==> src/verilog/vcm_pkg.sv <==
// shared constants for the vector channel mode registers
package vcm_pkg;
  localparam int VCM_NUM_CH = 2;
  localparam int VCM_DATA_W = 32;
  // register select on the link
  localparam logic VCM_SEL_TASK = 1'h0;
  localparam logic VCM_SEL_FLOW = 1'h1;
  // implemented bits
  localparam logic [31:0] VCM_TASK_MASK = 32'h0000000F;
  localparam logic [31:0] VCM_FLOW_MASK = 32'h000002DF;
  localparam logic [31:0] VCM_RESET_VAL = 32'h00000000;
  // task control mode fields
  localparam int VCM_PHASE_INTERP_BIT = 0;
  localparam int VCM_ZERO_DETECT_BIT = 1;
  localparam int VCM_OUT_CTRL_LSB = 2;
  // flow control fields
  localparam int VCM_TWO_PHASE_BIT = 0;
  localparam int VCM_PWM_SHIFT_BIT = 1;
  localparam int VCM_SENSE_LSB = 2;
  localparam int VCM_DRV_CH_BIT = 4;
  localparam int VCM_CONV_UNIT_LSB = 6;
  localparam int VCM_HOLD_DIS_BIT = 9;
  // output control codes
  localparam logic [1:0] VCM_OUT_OFF = 2'h0;
  localparam logic [1:0] VCM_OUT_ON = 2'h1;
  localparam logic [1:0] VCM_OUT_RSVD = 2'h2;
  localparam logic [1:0] VCM_OUT_OFF_EMG_RET = 2'h3;
  // converter unit codes
  localparam logic [1:0] VCM_UNIT_A = 2'h0;
  localparam logic [1:0] VCM_UNIT_B = 2'h1;
  // driver trigger select codes
  localparam logic [2:0] VCM_TRG_DOWN = 3'h1;
  localparam logic [2:0] VCM_TRG_UP = 3'h2;
  localparam logic [2:0] VCM_TRG_BOTTOM = 3'h5;
  // controller register byte offsets
  localparam logic [7:0] VCM_OFS_TASK0 = 8'h00;
  localparam logic [7:0] VCM_OFS_FLOW0 = 8'h04;
  localparam logic [7:0] VCM_OFS_TASK1 = 8'h08;
  localparam logic [7:0] VCM_OFS_FLOW1 = 8'h0C;
  localparam logic [7:0] VCM_OFS_STATUS = 8'h10;
  // status bits, write one to clear
  localparam int VCM_ST_RSVD_CODE = 0;
  localparam int VCM_ST_UNIT_MISMATCH = 2;
  localparam int VCM_ST_DRV_MISMATCH = 4;
  localparam int VCM_ST_TRIG_MISMATCH = 6;
  localparam logic [31:0] VCM_ST_MASK = 32'h000000FF;

  typedef enum logic [1:0] {
    VCM_SENSE_3SHUNT,
    VCM_SENSE_2SENSOR,
    VCM_SENSE_1SHUNT_UP,
    VCM_SENSE_1SHUNT_DOWN
  } vcm_sense_type;
endpackage : vcm_pkg

==> src/verilog/vcm_link_if.sv <==
// register link between the controller and the channel mode registers
`timescale 1ns/100ps
interface vcm_link_if (
  input wire logic sys_clk
);
  logic wr_en;
  logic rd_en;
  logic chan_sel;
  logic reg_sel;
  logic [31:0] wdata;
  logic [31:0] rdata;
  logic rvalid;

  modport dev (
    input wr_en,
    input rd_en,
    input chan_sel,
    input reg_sel,
    input wdata,
    output rdata,
    output rvalid
  );

  modport ctl (
    output wr_en,
    output rd_en,
    output chan_sel,
    output reg_sel,
    output wdata,
    input rdata,
    input rvalid
  );
endinterface : vcm_link_if

==> src/verilog/vcm_mode_regs.sv <==
// per-channel task control mode and flow control registers
`timescale 1ns/100ps
module vcm_mode_regs #(
  parameter int SECTOR_W = 4
) (
  input wire logic sys_clk,
  input wire logic reset_n,
  vcm_link_if.dev link,
  input wire logic [15:0] conversion_time_setting,
  input wire logic [vcm_pkg::VCM_NUM_CH-1:0][15:0] pwm_period_rate,
  input wire logic [vcm_pkg::VCM_NUM_CH-1:0][15:0] sine_result,
  input wire logic [vcm_pkg::VCM_NUM_CH-1:0][15:0] cosine_result,
  input wire logic [vcm_pkg::VCM_NUM_CH-1:0][SECTOR_W-1:0] sector_result,
  output logic [vcm_pkg::VCM_NUM_CH-1:0] output_enable,
  output logic [vcm_pkg::VCM_NUM_CH-1:0] emergency_stop_return,
  output logic [vcm_pkg::VCM_NUM_CH-1:0] zero_current_detect_en,
  output logic [vcm_pkg::VCM_NUM_CH-1:0] phase_interp_en,
  output logic [vcm_pkg::VCM_NUM_CH-1:0] prev_value_hold_disable,
  output logic [vcm_pkg::VCM_NUM_CH-1:0] unit_a_en,
  output logic [vcm_pkg::VCM_NUM_CH-1:0] unit_b_en,
  output logic [vcm_pkg::VCM_NUM_CH-1:0] driver_channel_select,
  output vcm_pkg::vcm_sense_type [vcm_pkg::VCM_NUM_CH-1:0] sense_mode,
  output logic [vcm_pkg::VCM_NUM_CH-1:0] pwm_shift_en,
  output logic [vcm_pkg::VCM_NUM_CH-1:0] two_phase_mod_en,
  output logic [vcm_pkg::VCM_NUM_CH-1:0][15:0] conversion_time_active,
  output logic [vcm_pkg::VCM_NUM_CH-1:0][15:0] pwm_period_active,
  output logic [vcm_pkg::VCM_NUM_CH-1:0][15:0] sine_held,
  output logic [vcm_pkg::VCM_NUM_CH-1:0][15:0] cosine_held,
  output logic [vcm_pkg::VCM_NUM_CH-1:0][SECTOR_W-1:0] sector_held
);
  import vcm_pkg::*;

  if (SECTOR_W < 1 || SECTOR_W > 16) begin : g_bad_width
    $error("SECTOR_W must lie in 1..16");
  end

  logic [31:0] rdata_q;
  logic [31:0] rdata_d;
  logic rvalid_q;
  logic rvalid_d;
  logic [VCM_NUM_CH-1:0][31:0] task_q;
  logic [VCM_NUM_CH-1:0][31:0] flow_q;

  // link read port, one cycle answer
  always_comb begin
    rvalid_d = link.rd_en;
    rdata_d = rdata_q;
    if (link.rd_en) begin
      rdata_d = (link.reg_sel == VCM_SEL_FLOW) ? flow_q[link.chan_sel] : task_q[link.chan_sel];
    end
  end

  always_ff @(posedge sys_clk) begin
    if (!reset_n) begin
      rdata_q <= VCM_RESET_VAL;
      rvalid_q <= 1'b0;
    end else begin
      rdata_q <= rdata_d;
      rvalid_q <= rvalid_d;
    end
  end

  assign link.rdata = rdata_q;
  assign link.rvalid = rvalid_q;

  for (genvar c = 0; c < VCM_NUM_CH; c++) begin : g_ch
    logic [31:0] task_d;
    logic [31:0] flow_d;
    logic emg_ret_q;
    logic emg_ret_d;
    logic [15:0] sine_q;
    logic [15:0] sine_d;
    logic [15:0] cosine_q;
    logic [15:0] cosine_d;
    logic [SECTOR_W-1:0] sector_q;
    logic [SECTOR_W-1:0] sector_d;
    logic [1:0] out_ctrl;
    logic [1:0] unit_sel;
    logic one_shunt;
    logic hit;

    always_comb begin
      hit = link.wr_en && (link.chan_sel == 1'(c));
      task_d = task_q[c];
      flow_d = flow_q[c];
      emg_ret_d = 1'b0;
      if (hit && link.reg_sel == VCM_SEL_TASK) begin
        task_d = link.wdata & VCM_TASK_MASK;
        emg_ret_d = link.wdata[VCM_OUT_CTRL_LSB +: 2] == VCM_OUT_OFF_EMG_RET;
      end
      if (hit && link.reg_sel == VCM_SEL_FLOW) begin
        flow_d = link.wdata & VCM_FLOW_MASK;
      end
      sine_d = sine_q;
      cosine_d = cosine_q;
      sector_d = sector_q;
      if (flow_q[c][VCM_HOLD_DIS_BIT]) begin
        sine_d = sine_result[c];
        cosine_d = cosine_result[c];
        sector_d = sector_result[c];
      end
    end

    always_ff @(posedge sys_clk) begin
      if (!reset_n) begin
        task_q[c] <= VCM_RESET_VAL;
        flow_q[c] <= VCM_RESET_VAL;
        emg_ret_q <= 1'b0;
        sine_q <= '0;
        cosine_q <= '0;
        sector_q <= '0;
      end else begin
        task_q[c] <= task_d;
        flow_q[c] <= flow_d;
        emg_ret_q <= emg_ret_d;
        sine_q <= sine_d;
        cosine_q <= cosine_d;
        sector_q <= sector_d;
      end
    end

    assign out_ctrl = task_q[c][VCM_OUT_CTRL_LSB +: 2];
    assign unit_sel = flow_q[c][VCM_CONV_UNIT_LSB +: 2];
    assign output_enable[c] = out_ctrl == VCM_OUT_ON;
    assign emergency_stop_return[c] = emg_ret_q;
    assign zero_current_detect_en[c] = task_q[c][VCM_ZERO_DETECT_BIT];
    assign phase_interp_en[c] = task_q[c][VCM_PHASE_INTERP_BIT];
    assign prev_value_hold_disable[c] = flow_q[c][VCM_HOLD_DIS_BIT];
    assign unit_a_en[c] = unit_sel != VCM_UNIT_B;
    assign unit_b_en[c] = unit_sel != VCM_UNIT_A;
    assign driver_channel_select[c] = flow_q[c][VCM_DRV_CH_BIT];
    assign sense_mode[c] = vcm_sense_type'(flow_q[c][VCM_SENSE_LSB +: 2]);
    assign pwm_shift_en[c] = flow_q[c][VCM_PWM_SHIFT_BIT];
    assign two_phase_mod_en[c] = flow_q[c][VCM_TWO_PHASE_BIT];
    assign one_shunt = sense_mode[c] == VCM_SENSE_1SHUNT_UP
      || sense_mode[c] == VCM_SENSE_1SHUNT_DOWN;
    assign conversion_time_active[c] = (one_shunt && pwm_shift_en[c])
      ? conversion_time_setting : 16'h0000;
    assign pwm_period_active[c] = phase_interp_en[c] ? pwm_period_rate[c] : 16'h0000;
    assign sine_held[c] = sine_q;
    assign cosine_held[c] = cosine_q;
    assign sector_held[c] = sector_q;
  end
endmodule : vcm_mode_regs

==> src/flat_wrapper.sv <==
// flat-port wrapper written by rule: the top's interface ports become plain ports
module vcm_mode_regs_flat import vcm_pkg::*;
#(
  parameter int SECTOR_W = 4
)
  (sys_clk, reset_n, conversion_time_setting, pwm_period_rate, sine_result, cosine_result, sector_result, output_enable, emergency_stop_return, zero_current_detect_en, phase_interp_en, prev_value_hold_disable, unit_a_en, unit_b_en, driver_channel_select, sense_mode, pwm_shift_en, two_phase_mod_en, conversion_time_active, pwm_period_active, sine_held, cosine_held, sector_held, link_wr_en, link_rd_en, link_chan_sel, link_reg_sel, link_wdata, link_rdata, link_rvalid);
  vcm_link_if link_i (.sys_clk(sys_clk));
  input wire logic sys_clk;
  input wire logic reset_n;
  input wire logic [15:0] conversion_time_setting;
  input wire logic [vcm_pkg::VCM_NUM_CH-1:0][15:0] pwm_period_rate;
  input wire logic [vcm_pkg::VCM_NUM_CH-1:0][15:0] sine_result;
  input wire logic [vcm_pkg::VCM_NUM_CH-1:0][15:0] cosine_result;
  input wire logic [vcm_pkg::VCM_NUM_CH-1:0][SECTOR_W-1:0] sector_result;
  output logic [vcm_pkg::VCM_NUM_CH-1:0] output_enable;
  output logic [vcm_pkg::VCM_NUM_CH-1:0] emergency_stop_return;
  output logic [vcm_pkg::VCM_NUM_CH-1:0] zero_current_detect_en;
  output logic [vcm_pkg::VCM_NUM_CH-1:0] phase_interp_en;
  output logic [vcm_pkg::VCM_NUM_CH-1:0] prev_value_hold_disable;
  output logic [vcm_pkg::VCM_NUM_CH-1:0] unit_a_en;
  output logic [vcm_pkg::VCM_NUM_CH-1:0] unit_b_en;
  output logic [vcm_pkg::VCM_NUM_CH-1:0] driver_channel_select;
  output vcm_pkg::vcm_sense_type [vcm_pkg::VCM_NUM_CH-1:0] sense_mode;
  output logic [vcm_pkg::VCM_NUM_CH-1:0] pwm_shift_en;
  output logic [vcm_pkg::VCM_NUM_CH-1:0] two_phase_mod_en;
  output logic [vcm_pkg::VCM_NUM_CH-1:0][15:0] conversion_time_active;
  output logic [vcm_pkg::VCM_NUM_CH-1:0][15:0] pwm_period_active;
  output logic [vcm_pkg::VCM_NUM_CH-1:0][15:0] sine_held;
  output logic [vcm_pkg::VCM_NUM_CH-1:0][15:0] cosine_held;
  output logic [vcm_pkg::VCM_NUM_CH-1:0][SECTOR_W-1:0] sector_held;
  input wire logic [$bits(link_i.wr_en)-1:0] link_wr_en;
  input wire logic [$bits(link_i.rd_en)-1:0] link_rd_en;
  input wire logic [$bits(link_i.chan_sel)-1:0] link_chan_sel;
  input wire logic [$bits(link_i.reg_sel)-1:0] link_reg_sel;
  input wire logic [$bits(link_i.wdata)-1:0] link_wdata;
  output wire logic [$bits(link_i.rdata)-1:0] link_rdata;
  output wire logic [$bits(link_i.rvalid)-1:0] link_rvalid;
  assign link_i.wr_en = link_wr_en;
  assign link_i.rd_en = link_rd_en;
  assign link_i.chan_sel = link_chan_sel;
  assign link_i.reg_sel = link_reg_sel;
  assign link_i.wdata = link_wdata;
  assign link_rdata = link_i.rdata;
  assign link_rvalid = link_i.rvalid;
  vcm_mode_regs #(.SECTOR_W(SECTOR_W)) u_core (.sys_clk(sys_clk), .reset_n(reset_n), .link(link_i), .conversion_time_setting(conversion_time_setting), .pwm_period_rate(pwm_period_rate), .sine_result(sine_result), .cosine_result(cosine_result), .sector_result(sector_result), .output_enable(output_enable), .emergency_stop_return(emergency_stop_return), .zero_current_detect_en(zero_current_detect_en), .phase_interp_en(phase_interp_en), .prev_value_hold_disable(prev_value_hold_disable), .unit_a_en(unit_a_en), .unit_b_en(unit_b_en), .driver_channel_select(driver_channel_select), .sense_mode(sense_mode), .pwm_shift_en(pwm_shift_en), .two_phase_mod_en(two_phase_mod_en), .conversion_time_active(conversion_time_active), .pwm_period_active(pwm_period_active), .sine_held(sine_held), .cosine_held(cosine_held), .sector_held(sector_held));
endmodule
==> config.mk <==
export PLATFORM = sky130hd
export DESIGN_NAME = vcm_mode_regs_flat
export DESIGN_NICKNAME = d
export VERILOG_FILES = /design/src/verilog/vcm_pkg.sv /design/src/verilog/vcm_link_if.sv /design/src/verilog/vcm_mode_regs.sv /design/src/flat_wrapper.sv
export SDC_FILE = /design/constraint.sdc
export NUM_CORES = 1
export LEC_CHECK = 0
export BUFFER_PORTS_ARGS = -buffer_cell sky130_fd_sc_hd__buf_2
export CORE_AREA = 2 2 137 139
export CTS_CLUSTER_SIZE = 12
export DETAILED_ROUTE_END_ITERATION = 10
export DIE_AREA = 0 0 139 141
export GPL_ROUTABILITY_DRIVEN = 0
export SLEW_MARGIN = 20
export SYNTH_ARGS = -nofsm -noshare
export SYNTH_HDL_FRONTEND = slang
export SYNTH_SLANG_ARGS = --single-unit
export TNS_END_PERCENT = 20
==> constraint.sdc <==
create_clock -name sys_clk -period 1.95 [get_ports sys_clk]
set_input_delay 0.195 -clock sys_clk [delete_from_list [all_inputs] [get_ports sys_clk]]
set_output_delay 0.195 -clock sys_clk [all_outputs]
set_load 0.01 [all_outputs]
==> impl_metrics.csv, run 1 <==
group,metric,value,unit
sta,fin_skew,6.82,ps
sta,timing.final.crit_period,1570,ps
route,via_per_inst,4.04,
global_route,grt_pass1_wl,19.6,mm
route,vias,3977,
layout,drive_gt1_share,43.9,%
critical_path,slowest_stage,"dfxtp_1",
synthesis,synth_top_area_share,43.5,%
critical_path,reg2reg_to,"u_core.link.rdata[3]",
sta,finalCritPeriodShare,80.6,%
sta,fin_tns_setup,0,ps
critical_path,crit_family,"flip-flops",
placement,place_inst,969,
global_route,grt_max_degree,108,
placement,dp_slack,482,ps
critical_path,r2r_start,"u_core.sense_mode[3]",
synthesis,netlist_area,0.00492,mm²
placement,hpwl,9.25,mm
floorplan,die_area,0.0196,mm²
synthesis,ys_seq_area_share,43.5,%
cts,post-cts-setup-buffers,0,
floorplan,io_pins,351,
critical_path,crit_chain,"and3_1, buf_2",
synthesis,yosysTopAreaCell,"dfxtp_1",
cts,cts.sinks,107,
sta,setup_viol,0,
cts,clkLatencyLatePin,340,ps
power_and_ir_drop,p_clk_share,39.1,%
sta,fmax,636,MHz
route,drc,0,
hold_path,hold_end,"u_core.g_ch[0].cosine_q[3]",
power_and_ir_drop,internal_power,3.51,mW
floorplan,die_w,139,µm
sta,hold_violations,0,
flow_run,cap_violations,0,
placement,port_buffers,302,
global_route,grt_pass1_vias,3736,
outcome,status,"complete, no violations",
global_route,grt_usage,12.3,%
synthesis,syn_avg_cell_area,10.4,µm²
critical_path,cp_max_fo,19,
synthesis,ys_top_cells_by_area,"dfxtp_1, mux2i_1, nor2b_1, buf_4, and2_1",
sta,worst_pin_slew,549,ps
power_and_ir_drop,ir_drop,370,µV
layout,nets,904,
critical_path,cp_num_buf_inv,1,
power_and_ir_drop,fin_total_pwr,4.61,mW
hold_path,hold_class,"in -> reg",
critical_path,cp.arrival,1380,ps
cts,cts_resized,0,
layout,synthToLayoutAreaGrowth,36.6,%
sta,relSlewSlack,63.3,%
critical_path,crit_path_start_kind,"register",
cts,cts.htree.levels,3,
sta,grt_setup_unrepaired,"no",
power_and_ir_drop,swShare,23.9,%
cts,hold_buffers,0,
power_and_ir_drop,p_per_area,685,mW/mm²
floorplan,coreArea,0.0183,mm²
route,first_iter_violations,158,
layout,final_cells,984,
route,routedWlPerCell,12.9,µm
power_and_ir_drop,p_sw,1.10,mW
synthesis,synthDistinctLibCells,23,
cts,cts_buffers,9,
route,firstDrtPassIters,4,
power_and_ir_drop,p_leak,3.41,nW
layout,fillers,1845,
sta,maxSlewViolCount,0,
cts,cts_tree,"built",
route,ant_nets,0,
floorplan,start_util,26.9,%
cts,ctsLongestPathBuffers,2,
cts,path_clk_slew,70,ps
synthesis,ys_seq_elements,107,
sta,layout_setup_ws,378,ps
power_and_ir_drop,p_comb_share,11.3,%
critical_path,cp-end-kind,"output port",
global_route,antenna_found_initial,0,
hold_path,min_path_cells,3,
power_and_ir_drop,p_seq_share,49.6,%
hold_path,hp-start,"cosine_result[3]",
synthesis,synthCells,474,
route,postRouteWirelength,12.6,mm
global_route,grt-ovfl-total,0,
critical_path,required,1750,ps
critical_path,r2r_slack,640,ps
critical_path,crit_type,"reg -> out",
synthesis,yosysWarnings,0,
floorplan,die-height,141,µm
cts,cts_root_buf,"clkbuf_16",
critical_path,r2r_cells,3,
layout,diodes,0,
floorplan,rows,50,
critical_path,critPathMaxStageDelay,650,ps
## registers in the layout (all words and copies together), names as in the netlist
register and count:
u_core.zero_current_detect_en 2, u_core.g_ch.sector_q 8, u_core.prev_value_hold_disable 2, u_core.pwm_shift_en 2
u_core.g_ch.cosine_q 32, u_core.phase_interp_en 2, u_core.sense_mode 4, u_core.driver_channel_select 2
u_core.link.rdata 8, u_core.g_ch.emg_ret_q 2, u_core.flow_q 4, u_core.g_ch.sine_q 32
u_core.link.rvalid 1, u_core.two_phase_mod_en 2, u_core.g_ch.out_ctrl 4
## final cells by class
| type | instances | area, µm² | share of cell area, % |
|---|---|---|---|
| tap | 234 | 293 | 4.35 |
| sequential | 107 | 2140 | 31.9 |
| multi-input combinational | 319 | 2420 | 35.9 |
| timing repair buffer | 305 | 1570 | 23.4 |
| clock buffer | 11 | 233 | 3.46 |
| inverter | 4 | 15.0 | 0.223 |
| clock inverter | 4 | 51.3 | 0.763 |
## power groups by stage
| stage | sequential (mW) | combinational [mW] | clock, mW |
|---|---|---|---|
| 2_1_floorplan | 2.34 | 0.313 | 0 |
| 3_3_place_gp | 2.33 | 0.524 | 0 |
| 3_5_place_dp | 2.34 | 0.528 | 0 |
| 4_1_cts | 2.28 | 0.528 | 1.88 |
| 5_1_grt | 2.30 | 0.570 | 1.98 |
| 6_report | 2.28 | 0.521 | 1.80 |
## cell families after synthesis
group                  count (synthesis)  synth area share [%]
AOI/OAI and AO/OA                      4                 0.508
muxes                                108                  23.0
and+or+nand+nor                      183                  23.8
buffers and inverters                 71                  9.13
other                                  1                0.0762
DFF                                  107                  43.5
## cells in the final DEF, fill, tap and decap left out
cell type,count
and2_1,37
and3_1,32
and4_1,1
buf_12,3
buf_2,302
bufinv_16,1
clkbuf_1,2
clkbuf_16,9
clkinv_2,1
clkinvlp_4,1
conb_1,24
dfxtp_1,105
dfxtp_2,2
inv_1,4
inv_6,1
mux2i_1,104
mux4_2,4
nand2_1,1
nand2b_1,2
nand3_1,1
nand3_4,1
nand3b_1,1
nand3b_2,1
nor2_1,1
nor2b_1,102
nor3b_4,1
o22ai_1,4
or2_2,2
## worst register-to-register path: stages, from the launching register on
cell     delay, ps
dfxtp_1        480
mux4_2         530
mux2i_1        140
nor2b_1         60
## stage by stage
step	area [µm²]	hold slack, ps	util [%]
after floorplan	5010	321	-
after global placement	6440	449	35.3
after detailed placement	6440	459	35.3
after CTS	6730	87.9	36.8
after global routing	6730	95.5	36.8
final	6730	105	36.8
## synth_stat cells, drive strengths merged
library cell,instances
dfxtp,107
mux2i,104
nor2b,102
buf,51
and2,37
and3,32
clkbuf,16
inv,4
mux4,4
o22ai,4
nand2b,2
nand3,2
nand3b,2
or2,2
and4,1
conb,1
nand2,1
nor2,1
nor3b,1
## worst max path at each step
stage / depth (start not counted) / from / slack [ps] / to
2_1_floorplan: 3 / u_core.phase_interp_en[1] / 830 / u_core.link.rdata[0]
3_5_place_dp: 4 / link_chan_sel / 480 / u_core.sense_mode[1]
5_1_grt: 2 / u_core.sense_mode[1] / 270 / conversion_time_active[10]
4_1_cts: 2 / u_core.sense_mode[3] / 360 / conversion_time_active[28]
3_3_place_gp: 4 / link_chan_sel / 510 / u_core.prev_value_hold_disable[0]
6_report: 2 / u_core.sense_mode[3] / 380 / conversion_time_active[28]
## metal layers
metal  up-vias  track usage (%)  share of wire, %
met5         -                0                 0
met4         0             4.20               1.6
met3        13             3.80               7.1
met2       164             19.7                46
met1      1751             15.7                46
li1       2049                -                 -
(Power assumes the default switching activity.)
==> run 2, diff against run 1 <==
Settings changed: ABC_AREA set to 1, CORE_AREA 2 2 137 139 to 2 2 135 137, DIE_AREA 0 0 139 141 to 0 0 137 139.
Clock period 1.95 ns to 1.65 ns, I/O delays scaled along.
==> impl_metrics.csv, run 2 <==
group,metric,value,unit
cts,path_clk_slew,80,ps
synthesis,yosysWarnings,0,
synthesis,ys_seq_area_share,46.5,%
synthesis,synth_top_flop_cell,"dfxtp_1",
placement,dpl-instance-area,0.00610,mm²
critical_path,r2r_start,"u_core.prev_value_hold_disable[0]",
sta,finalCritPeriodShare,89.7,%
sta,relSlewSlack,55.1,%
sta,fin_skew,10.1,ps
global_route,grtUsageMet3,4.35,%
synthesis,yosysTopAreaCell,"dfxtp_1",
floorplan,io_pins,351,
sta,hold_violations,0,
layout,synthToLayoutAreaGrowth,39.4,%
hold_path,hold_class,"in -> reg",
synthesis,netlist_area,0.00461,mm²
route,vias,4900,
cts,post-cts-setup-buffers,0,
route,drc,0,
global_route,grt_pass1_vias,4587,
global_route,global_route.peak_usage_layer,"met2",
sta,maxSlewViolCount,0,
critical_path,cp_max_fo,18,
synthesis,synth_edf_count,0,
synthesis,synth_top_area_share,46.5,%
layout,diodes,0,
power_and_ir_drop,p_leak,3.80,nW
sta,grt_setup_unrepaired,"no",
placement,hpwl,12.1,mm
cts,cts_buffers,9,
sta,setup_viol,0,
cts,cts_tree,"built",
layout,stdcell_area,0.00642,mm²
synthesis,syn_avg_cell_area,6.95,µm²
sta,whs,33.1,ps
critical_path,critPathMaxStageDelay,340,ps
critical_path,slowest_stage,"dfxtp_1",
global_route,grt_max_degree,101,
layout,final_common_cell,"buf_2",
synthesis,synthTopCellsByCount,"nor2_1, dfxtp_1, o21ai_0",
sta,layout_setup_ws,170,ps
cts,cts.sinks,107,
floorplan,die-height,139,µm
outcome,status,"complete, no violations",
critical_path,r2r_slack,530,ps
layout,reg.largest.list,"u_core.g_ch.cosine_q (32), u_core.g_ch.sine_q (32)",
critical_path,cp-end-kind,"output port",
critical_path,crit_family,"buffers and inverters",
layout,drive_gt1_share,35.6,%
floorplan,coreArea,0.0177,mm²
floorplan,rows,49,
global_route,use_met2,33.0,%
global_route,grt_pass1_wl,24.0,mm
critical_path,cp_num_buf_inv,3,
floorplan,die_w,137,µm
critical_path,crit_chain,"buf_4, nand2_1, inv_1, buf_2",
synthesis,async_flop_share,0,%
hold_path,min_path_cells,3,
cts,cts_root_buf,"clkbuf_16",
critical_path,cp.arrival,1320,ps
floorplan,start_util,26.1,%
floorplan,die_area,0.0190,mm²
synthesis,ys_top_cells_by_area,"dfxtp_1, nor2_1, o21ai_0, buf_4, nand2_1",
global_route,grt-ovfl-total,0,
hold_path,hp-start,"cosine_result[26]",
critical_path,crit_type,"reg -> out",
route,routedWlPerCell,13.7,µm
flow_run,cap_violations,0,
cts,hold_buffers,0,
cts,cts.htree.levels,3,
hold_path,hold_end,"u_core.g_ch[1].cosine_q[10]",
synthesis,ys_seq_elements,107,
layout,nets,1088,
critical_path,crit_path_start_kind,"register",
synthesis,synthCells,663,
critical_path,timing.critical_path.from,"u_core.phase_interp_en[0]",
layout,final_cell_mix,"buf_2, nor2_1, dfxtp_1, o21ai_0, nand2_1",
critical_path,r2r_cells,3,
global_route,met1_usage,15.9,%
sta,fmax,676,MHz
critical_path,required,1480,ps
cts,cts_resized,1,
route,ant_nets,0,
route,firstDrtPassIters,4,
global_route,grt_usage,16.3,%
placement,dp_slack,343,ps
cts,clkLatencyLatePin,350,ps
synthesis,synth.most_common_cell,"nor2_1",
synthesis,synthDistinctLibCells,15,
route,postRouteWirelength,16.0,mm
power_and_ir_drop,p_per_area,926,mW/mm²
sta,timing.final.crit_period,1480,ps
route,via_per_inst,4.21,
sta,worst_pin_slew,673,ps
placement,port_buffers,302,
cts,ctsLongestPathBuffers,2,
layout,final_core_util,36.4,%
power_and_ir_drop,ir_drop,410,µV
critical_path,reg2reg_to,"u_core.g_ch[0].cosine_q[4]",
global_route,antenna_found_initial,1,
sta,fin_tns_setup,0,ps
route,first_iter_violations,173,
[run 2: changes by cell type after synthesis, sizes merged, moves of 69 or more]
| cell | delta |
|---|---|
| inv | +69 |
| mux2i | -104 |
| nand2 | +72 |
| nor2 | +187 |
| nor2b | -102 |
| o21ai | +96 |
[run 2: through the flow]
step | power (mW) | cells
3_5_place_dp | 3.71 | 1148
4_1_cts | 6.04 | 1164
5_1_grt | 6.26 | 1164
2_1_floorplan | 3.34 | 686
3_3_place_gp | 3.70 | 1148
6_report | 5.94 | 1164
[run 2: metal layers]
layer	wire (µm)	up-vias
met5	13	-
li1	-	2514
met1	5750	2179
met3	1250	13
met4	219	2
met2	8720	192
[run 2: cell type report]
class / count / area, µm²
clock buffers: 10 / 239
clock inverters: 6 / 77.6
fillers: 1962 / 11200
inverters: 73 / 274
multi-input cells: 429 / 1820
flip-flops and latches: 107 / 2140
well taps: 229 / 287
repair buffers: 310 / 1580
[run 2: worst reg2reg max path, delay by kind of cell, from the launching register on]
kind                   cells  cell delay, ps
flip-flops                 1             330
buffers and inverters      1             490
AND/OR/NAND/NOR            2             230
[run 2: worst max-delay path by stage]
| stage | endpoint | slack [ps] | depth (start not counted) |
|---|---|---|---|
| 3_3_place_gp | conversion_time_active[18] | 370 | 3 |
| 6_report | pwm_period_active[1] | 170 | 4 |
| 3_5_place_dp | conversion_time_active[18] | 340 | 3 |
| 5_1_grt | conversion_time_active[18] | 60 | 3 |
| 2_1_floorplan | pwm_period_active[21] | 520 | 4 |
| 4_1_cts | conversion_time_active[3] | 30 | 3 |
[run 2: logic make-up after synthesis]
logic type      synth area share, %
compound gates                 14.1
buf+inv                        16.0
flops                          46.5
other cells                  0.0814
simple gates                   23.3
[run 2: where the power goes]
part           leakage (nW)  switching, mW  total (mW)  internal (mW)
registers             0.874         0.0706        2.80           2.73
logic                  2.78          0.504       0.840          0.336
clock network         0.153           1.06        2.31           1.25
==> run 3, diff against run 2 <==
--- a/config.mk
+++ b/config.mk
@@ -8,8 +8,8 @@
 export ABC_AREA = 1
 export BUFFER_PORTS_ARGS = -buffer_cell sky130_fd_sc_hd__buf_2
-export CORE_AREA = 2 2 135 137
+export CORE_AREA = 5 5 135 137
 export CTS_CLUSTER_SIZE = 12
 export DETAILED_ROUTE_END_ITERATION = 10
-export DIE_AREA = 0 0 137 139
+export DIE_AREA = 0 0 140 142
 export GPL_ROUTABILITY_DRIVEN = 0
 export SLEW_MARGIN = 20
==> constraint.sdc (replaced) <==
create_clock -name sys_clk -period 1.65 [get_ports sys_clk]
set_input_delay 0.165 -clock sys_clk [delete_from_list [all_inputs] [get_ports sys_clk]]
set_output_delay 0.165 -clock sys_clk [all_outputs]
set_load 0.02 [all_outputs]
==> impl_metrics.csv, run 3 (synthesized netlist as in run 2, its figures left out) <==
group,metric,value,unit
outcome,status,"complete, no violations",
layout,synthToLayoutAreaGrowth,38.9,%
floorplan,die_w,140,µm
route,vias,4900,
cts,cts.sinks,107,
critical_path,required,1480,ps
route,drc,0,
sta,layout_setup_ws,147,ps
layout,nets,1093,
layout,final_cell_mix,"buf_2, nor2_1, dfxtp_1, o21ai_0, nand2_1",
critical_path,timing.critical_path.from,"u_core.pwm_shift_en[0]",
floorplan,io_pins,351,
power_and_ir_drop,p_leak,3.81,nW
cts,post-cts-setup-buffers,0,
layout,final_common_cell,"buf_2",
cts,cts_buffers,9,
floorplan,rows,48,
sta,fmax,665,MHz
critical_path,cp_num_cells,3,
route,firstDrtPassIters,4,
sta,grt_setup_unrepaired,"no",
flow_run,cap_violations,0,
route,ant_nets,0,
global_route,antenna_found_initial,5,
critical_path,endpoint,"conversion_time_active[0]",
cts,path_clk_slew,70,ps
placement,place_inst,1149,
cts,cts_root_buf,"clkbuf_16",
sta,finalCritPeriodShare,91.1,%
hold_path,hold_class,"in -> reg",
critical_path,cp_num_buf_inv,1,
power_and_ir_drop,p_per_area,903,mW/mm²
placement,hpwl,13.8,mm
cts,clkLatencyLatePin,340,ps
critical_path,cp-end-kind,"output port",
sta,maxSlewViolCount,0,
layout,reg.largest.list,"u_core.g_ch.cosine_q (32), u_core.g_ch.sine_q (32)",
route,postRouteWirelength,17.2,mm
hold_path,min_path_cells,3,
global_route,grt_usage,16.5,%
placement,port_buffers,302,
route,first_iter_violations,249,
critical_path,r2r_start,"u_core.prev_value_hold_disable[0]",
critical_path,reg2reg_to,"u_core.g_ch[0].cosine_q[9]",
critical_path,crit_chain,"nand2_4, nor2_1, buf_2",
sta,setup_viol,0,
critical_path,crit_path_start_kind,"register",
critical_path,r2r_slack,460,ps
sta,timing.final.crit_period,1500,ps
placement,dp_slack,200,ps
critical_path,crit_family,"flip-flops",
global_route,grt_pass1_vias,4684,
route,routedWlPerCell,14.8,µm
cts,cts_tree,"built",
global_route,grt-ovfl-total,0,
floorplan,die-height,142,µm
critical_path,slowest_stage,"dfxtp_1",
layout,final_core_util,37.8,%
cts,cts_resized,2,
critical_path,cp.arrival,1340,ps
global_route,grt_max_degree,54,
sta,fin_skew,6.01,ps
layout,final_cells,1163,
power_and_ir_drop,ir_drop,416,µV
cts,hold_buffers,0,
critical_path,critPathMaxStageDelay,430,ps
critical_path,r2r_cells,3,
layout,drive_gt1_share,35.8,%
cts,cts.htree.levels,3,
cts,ctsLongestPathBuffers,2,
floorplan,start_util,27.2,%
sta,fin_tns_setup,0,ps
global_route,grt_pass1_wl,25.7,mm
floorplan,coreArea,0.0169,mm²
sta,hold_violations,0,
route,via_per_inst,4.21,
layout,fillers,1858,
floorplan,die_area,0.0199,mm²
critical_path,crit_type,"reg -> out",
critical_path,cp_max_fo,16,
run 3: changes by cell type in the layout (fill, tap and decap cells not counted):
cell / delta
diode_2: +1
clkbuf_8: -1
buf_4: +5
inv_8: -2
bufinv_16: -1
nand2_2: -1
nand2_4: +1
clkinv_2: +1
run 3: report_power, final:
group          internal [mW]  total [mW]  switching, mW
clock                   1.01        1.96          0.960
combinational          0.345        1.01          0.666
sequential              2.73        2.80         0.0726
run 3: worst min-delay path by stage:
stage | from | end | slack (ps)
final | sine_result[10] | u_core.g_ch[0].sine_q[10] | 40
after global placement | cosine_result[13] | u_core.g_ch[0].cosine_q[13] | 390
after CTS | cosine_result[26] | u_core.g_ch[1].cosine_q[10] | 20
after global routing | cosine_result[27] | u_core.g_ch[1].cosine_q[11] | 30
after floorplan | link_wdata[2] | u_core.g_ch[0].out_ctrl[0] | 300
after detailed placement | cosine_result[9] | u_core.g_ch[0].cosine_q[9] | 390
run 3: cell type report:
cell class	instances	area (µm²)	area share [%]
Sequential cell	107	2140	33.5
Inverter	73	274	4.28
Clock inverter	4	30.0	0.469
Antenna cell	1	2.50	0.0391
Clock buffer	9	225	3.52
Multi-Input combinational cell	429	1820	28.5
Timing Repair Buffer	315	1620	25.3
Tap cell	225	282	4.40
run 3: tightest hold or removal path, cell delays in order:
cell	delay, ps
buf_2	70
nor2_1	30
nor2_1	80
run 3: per-layer routing:
metal / share of wire (%) / vias to the layer above / track usage [%]
met5: 0.15 / - / 0
met4: 4.3 / 4 / 8.57
li1: - / 2523 / -
met2: 52 / 214 / 31.2
met3: 7.6 / 38 / 3.97
met1: 36 / 2121 / 16.9
run 3: through the flow:
step                      total power, mW  cell area (µm²)  hold slack, ps
after detailed placement             3.88             6130             393
after global routing                 6.09             6400            31.3
after CTS                            5.88             6390            19.1
after global placement               3.87             6130             387
final                                5.78             6400            38.9
after floorplan                      3.49             4690             300
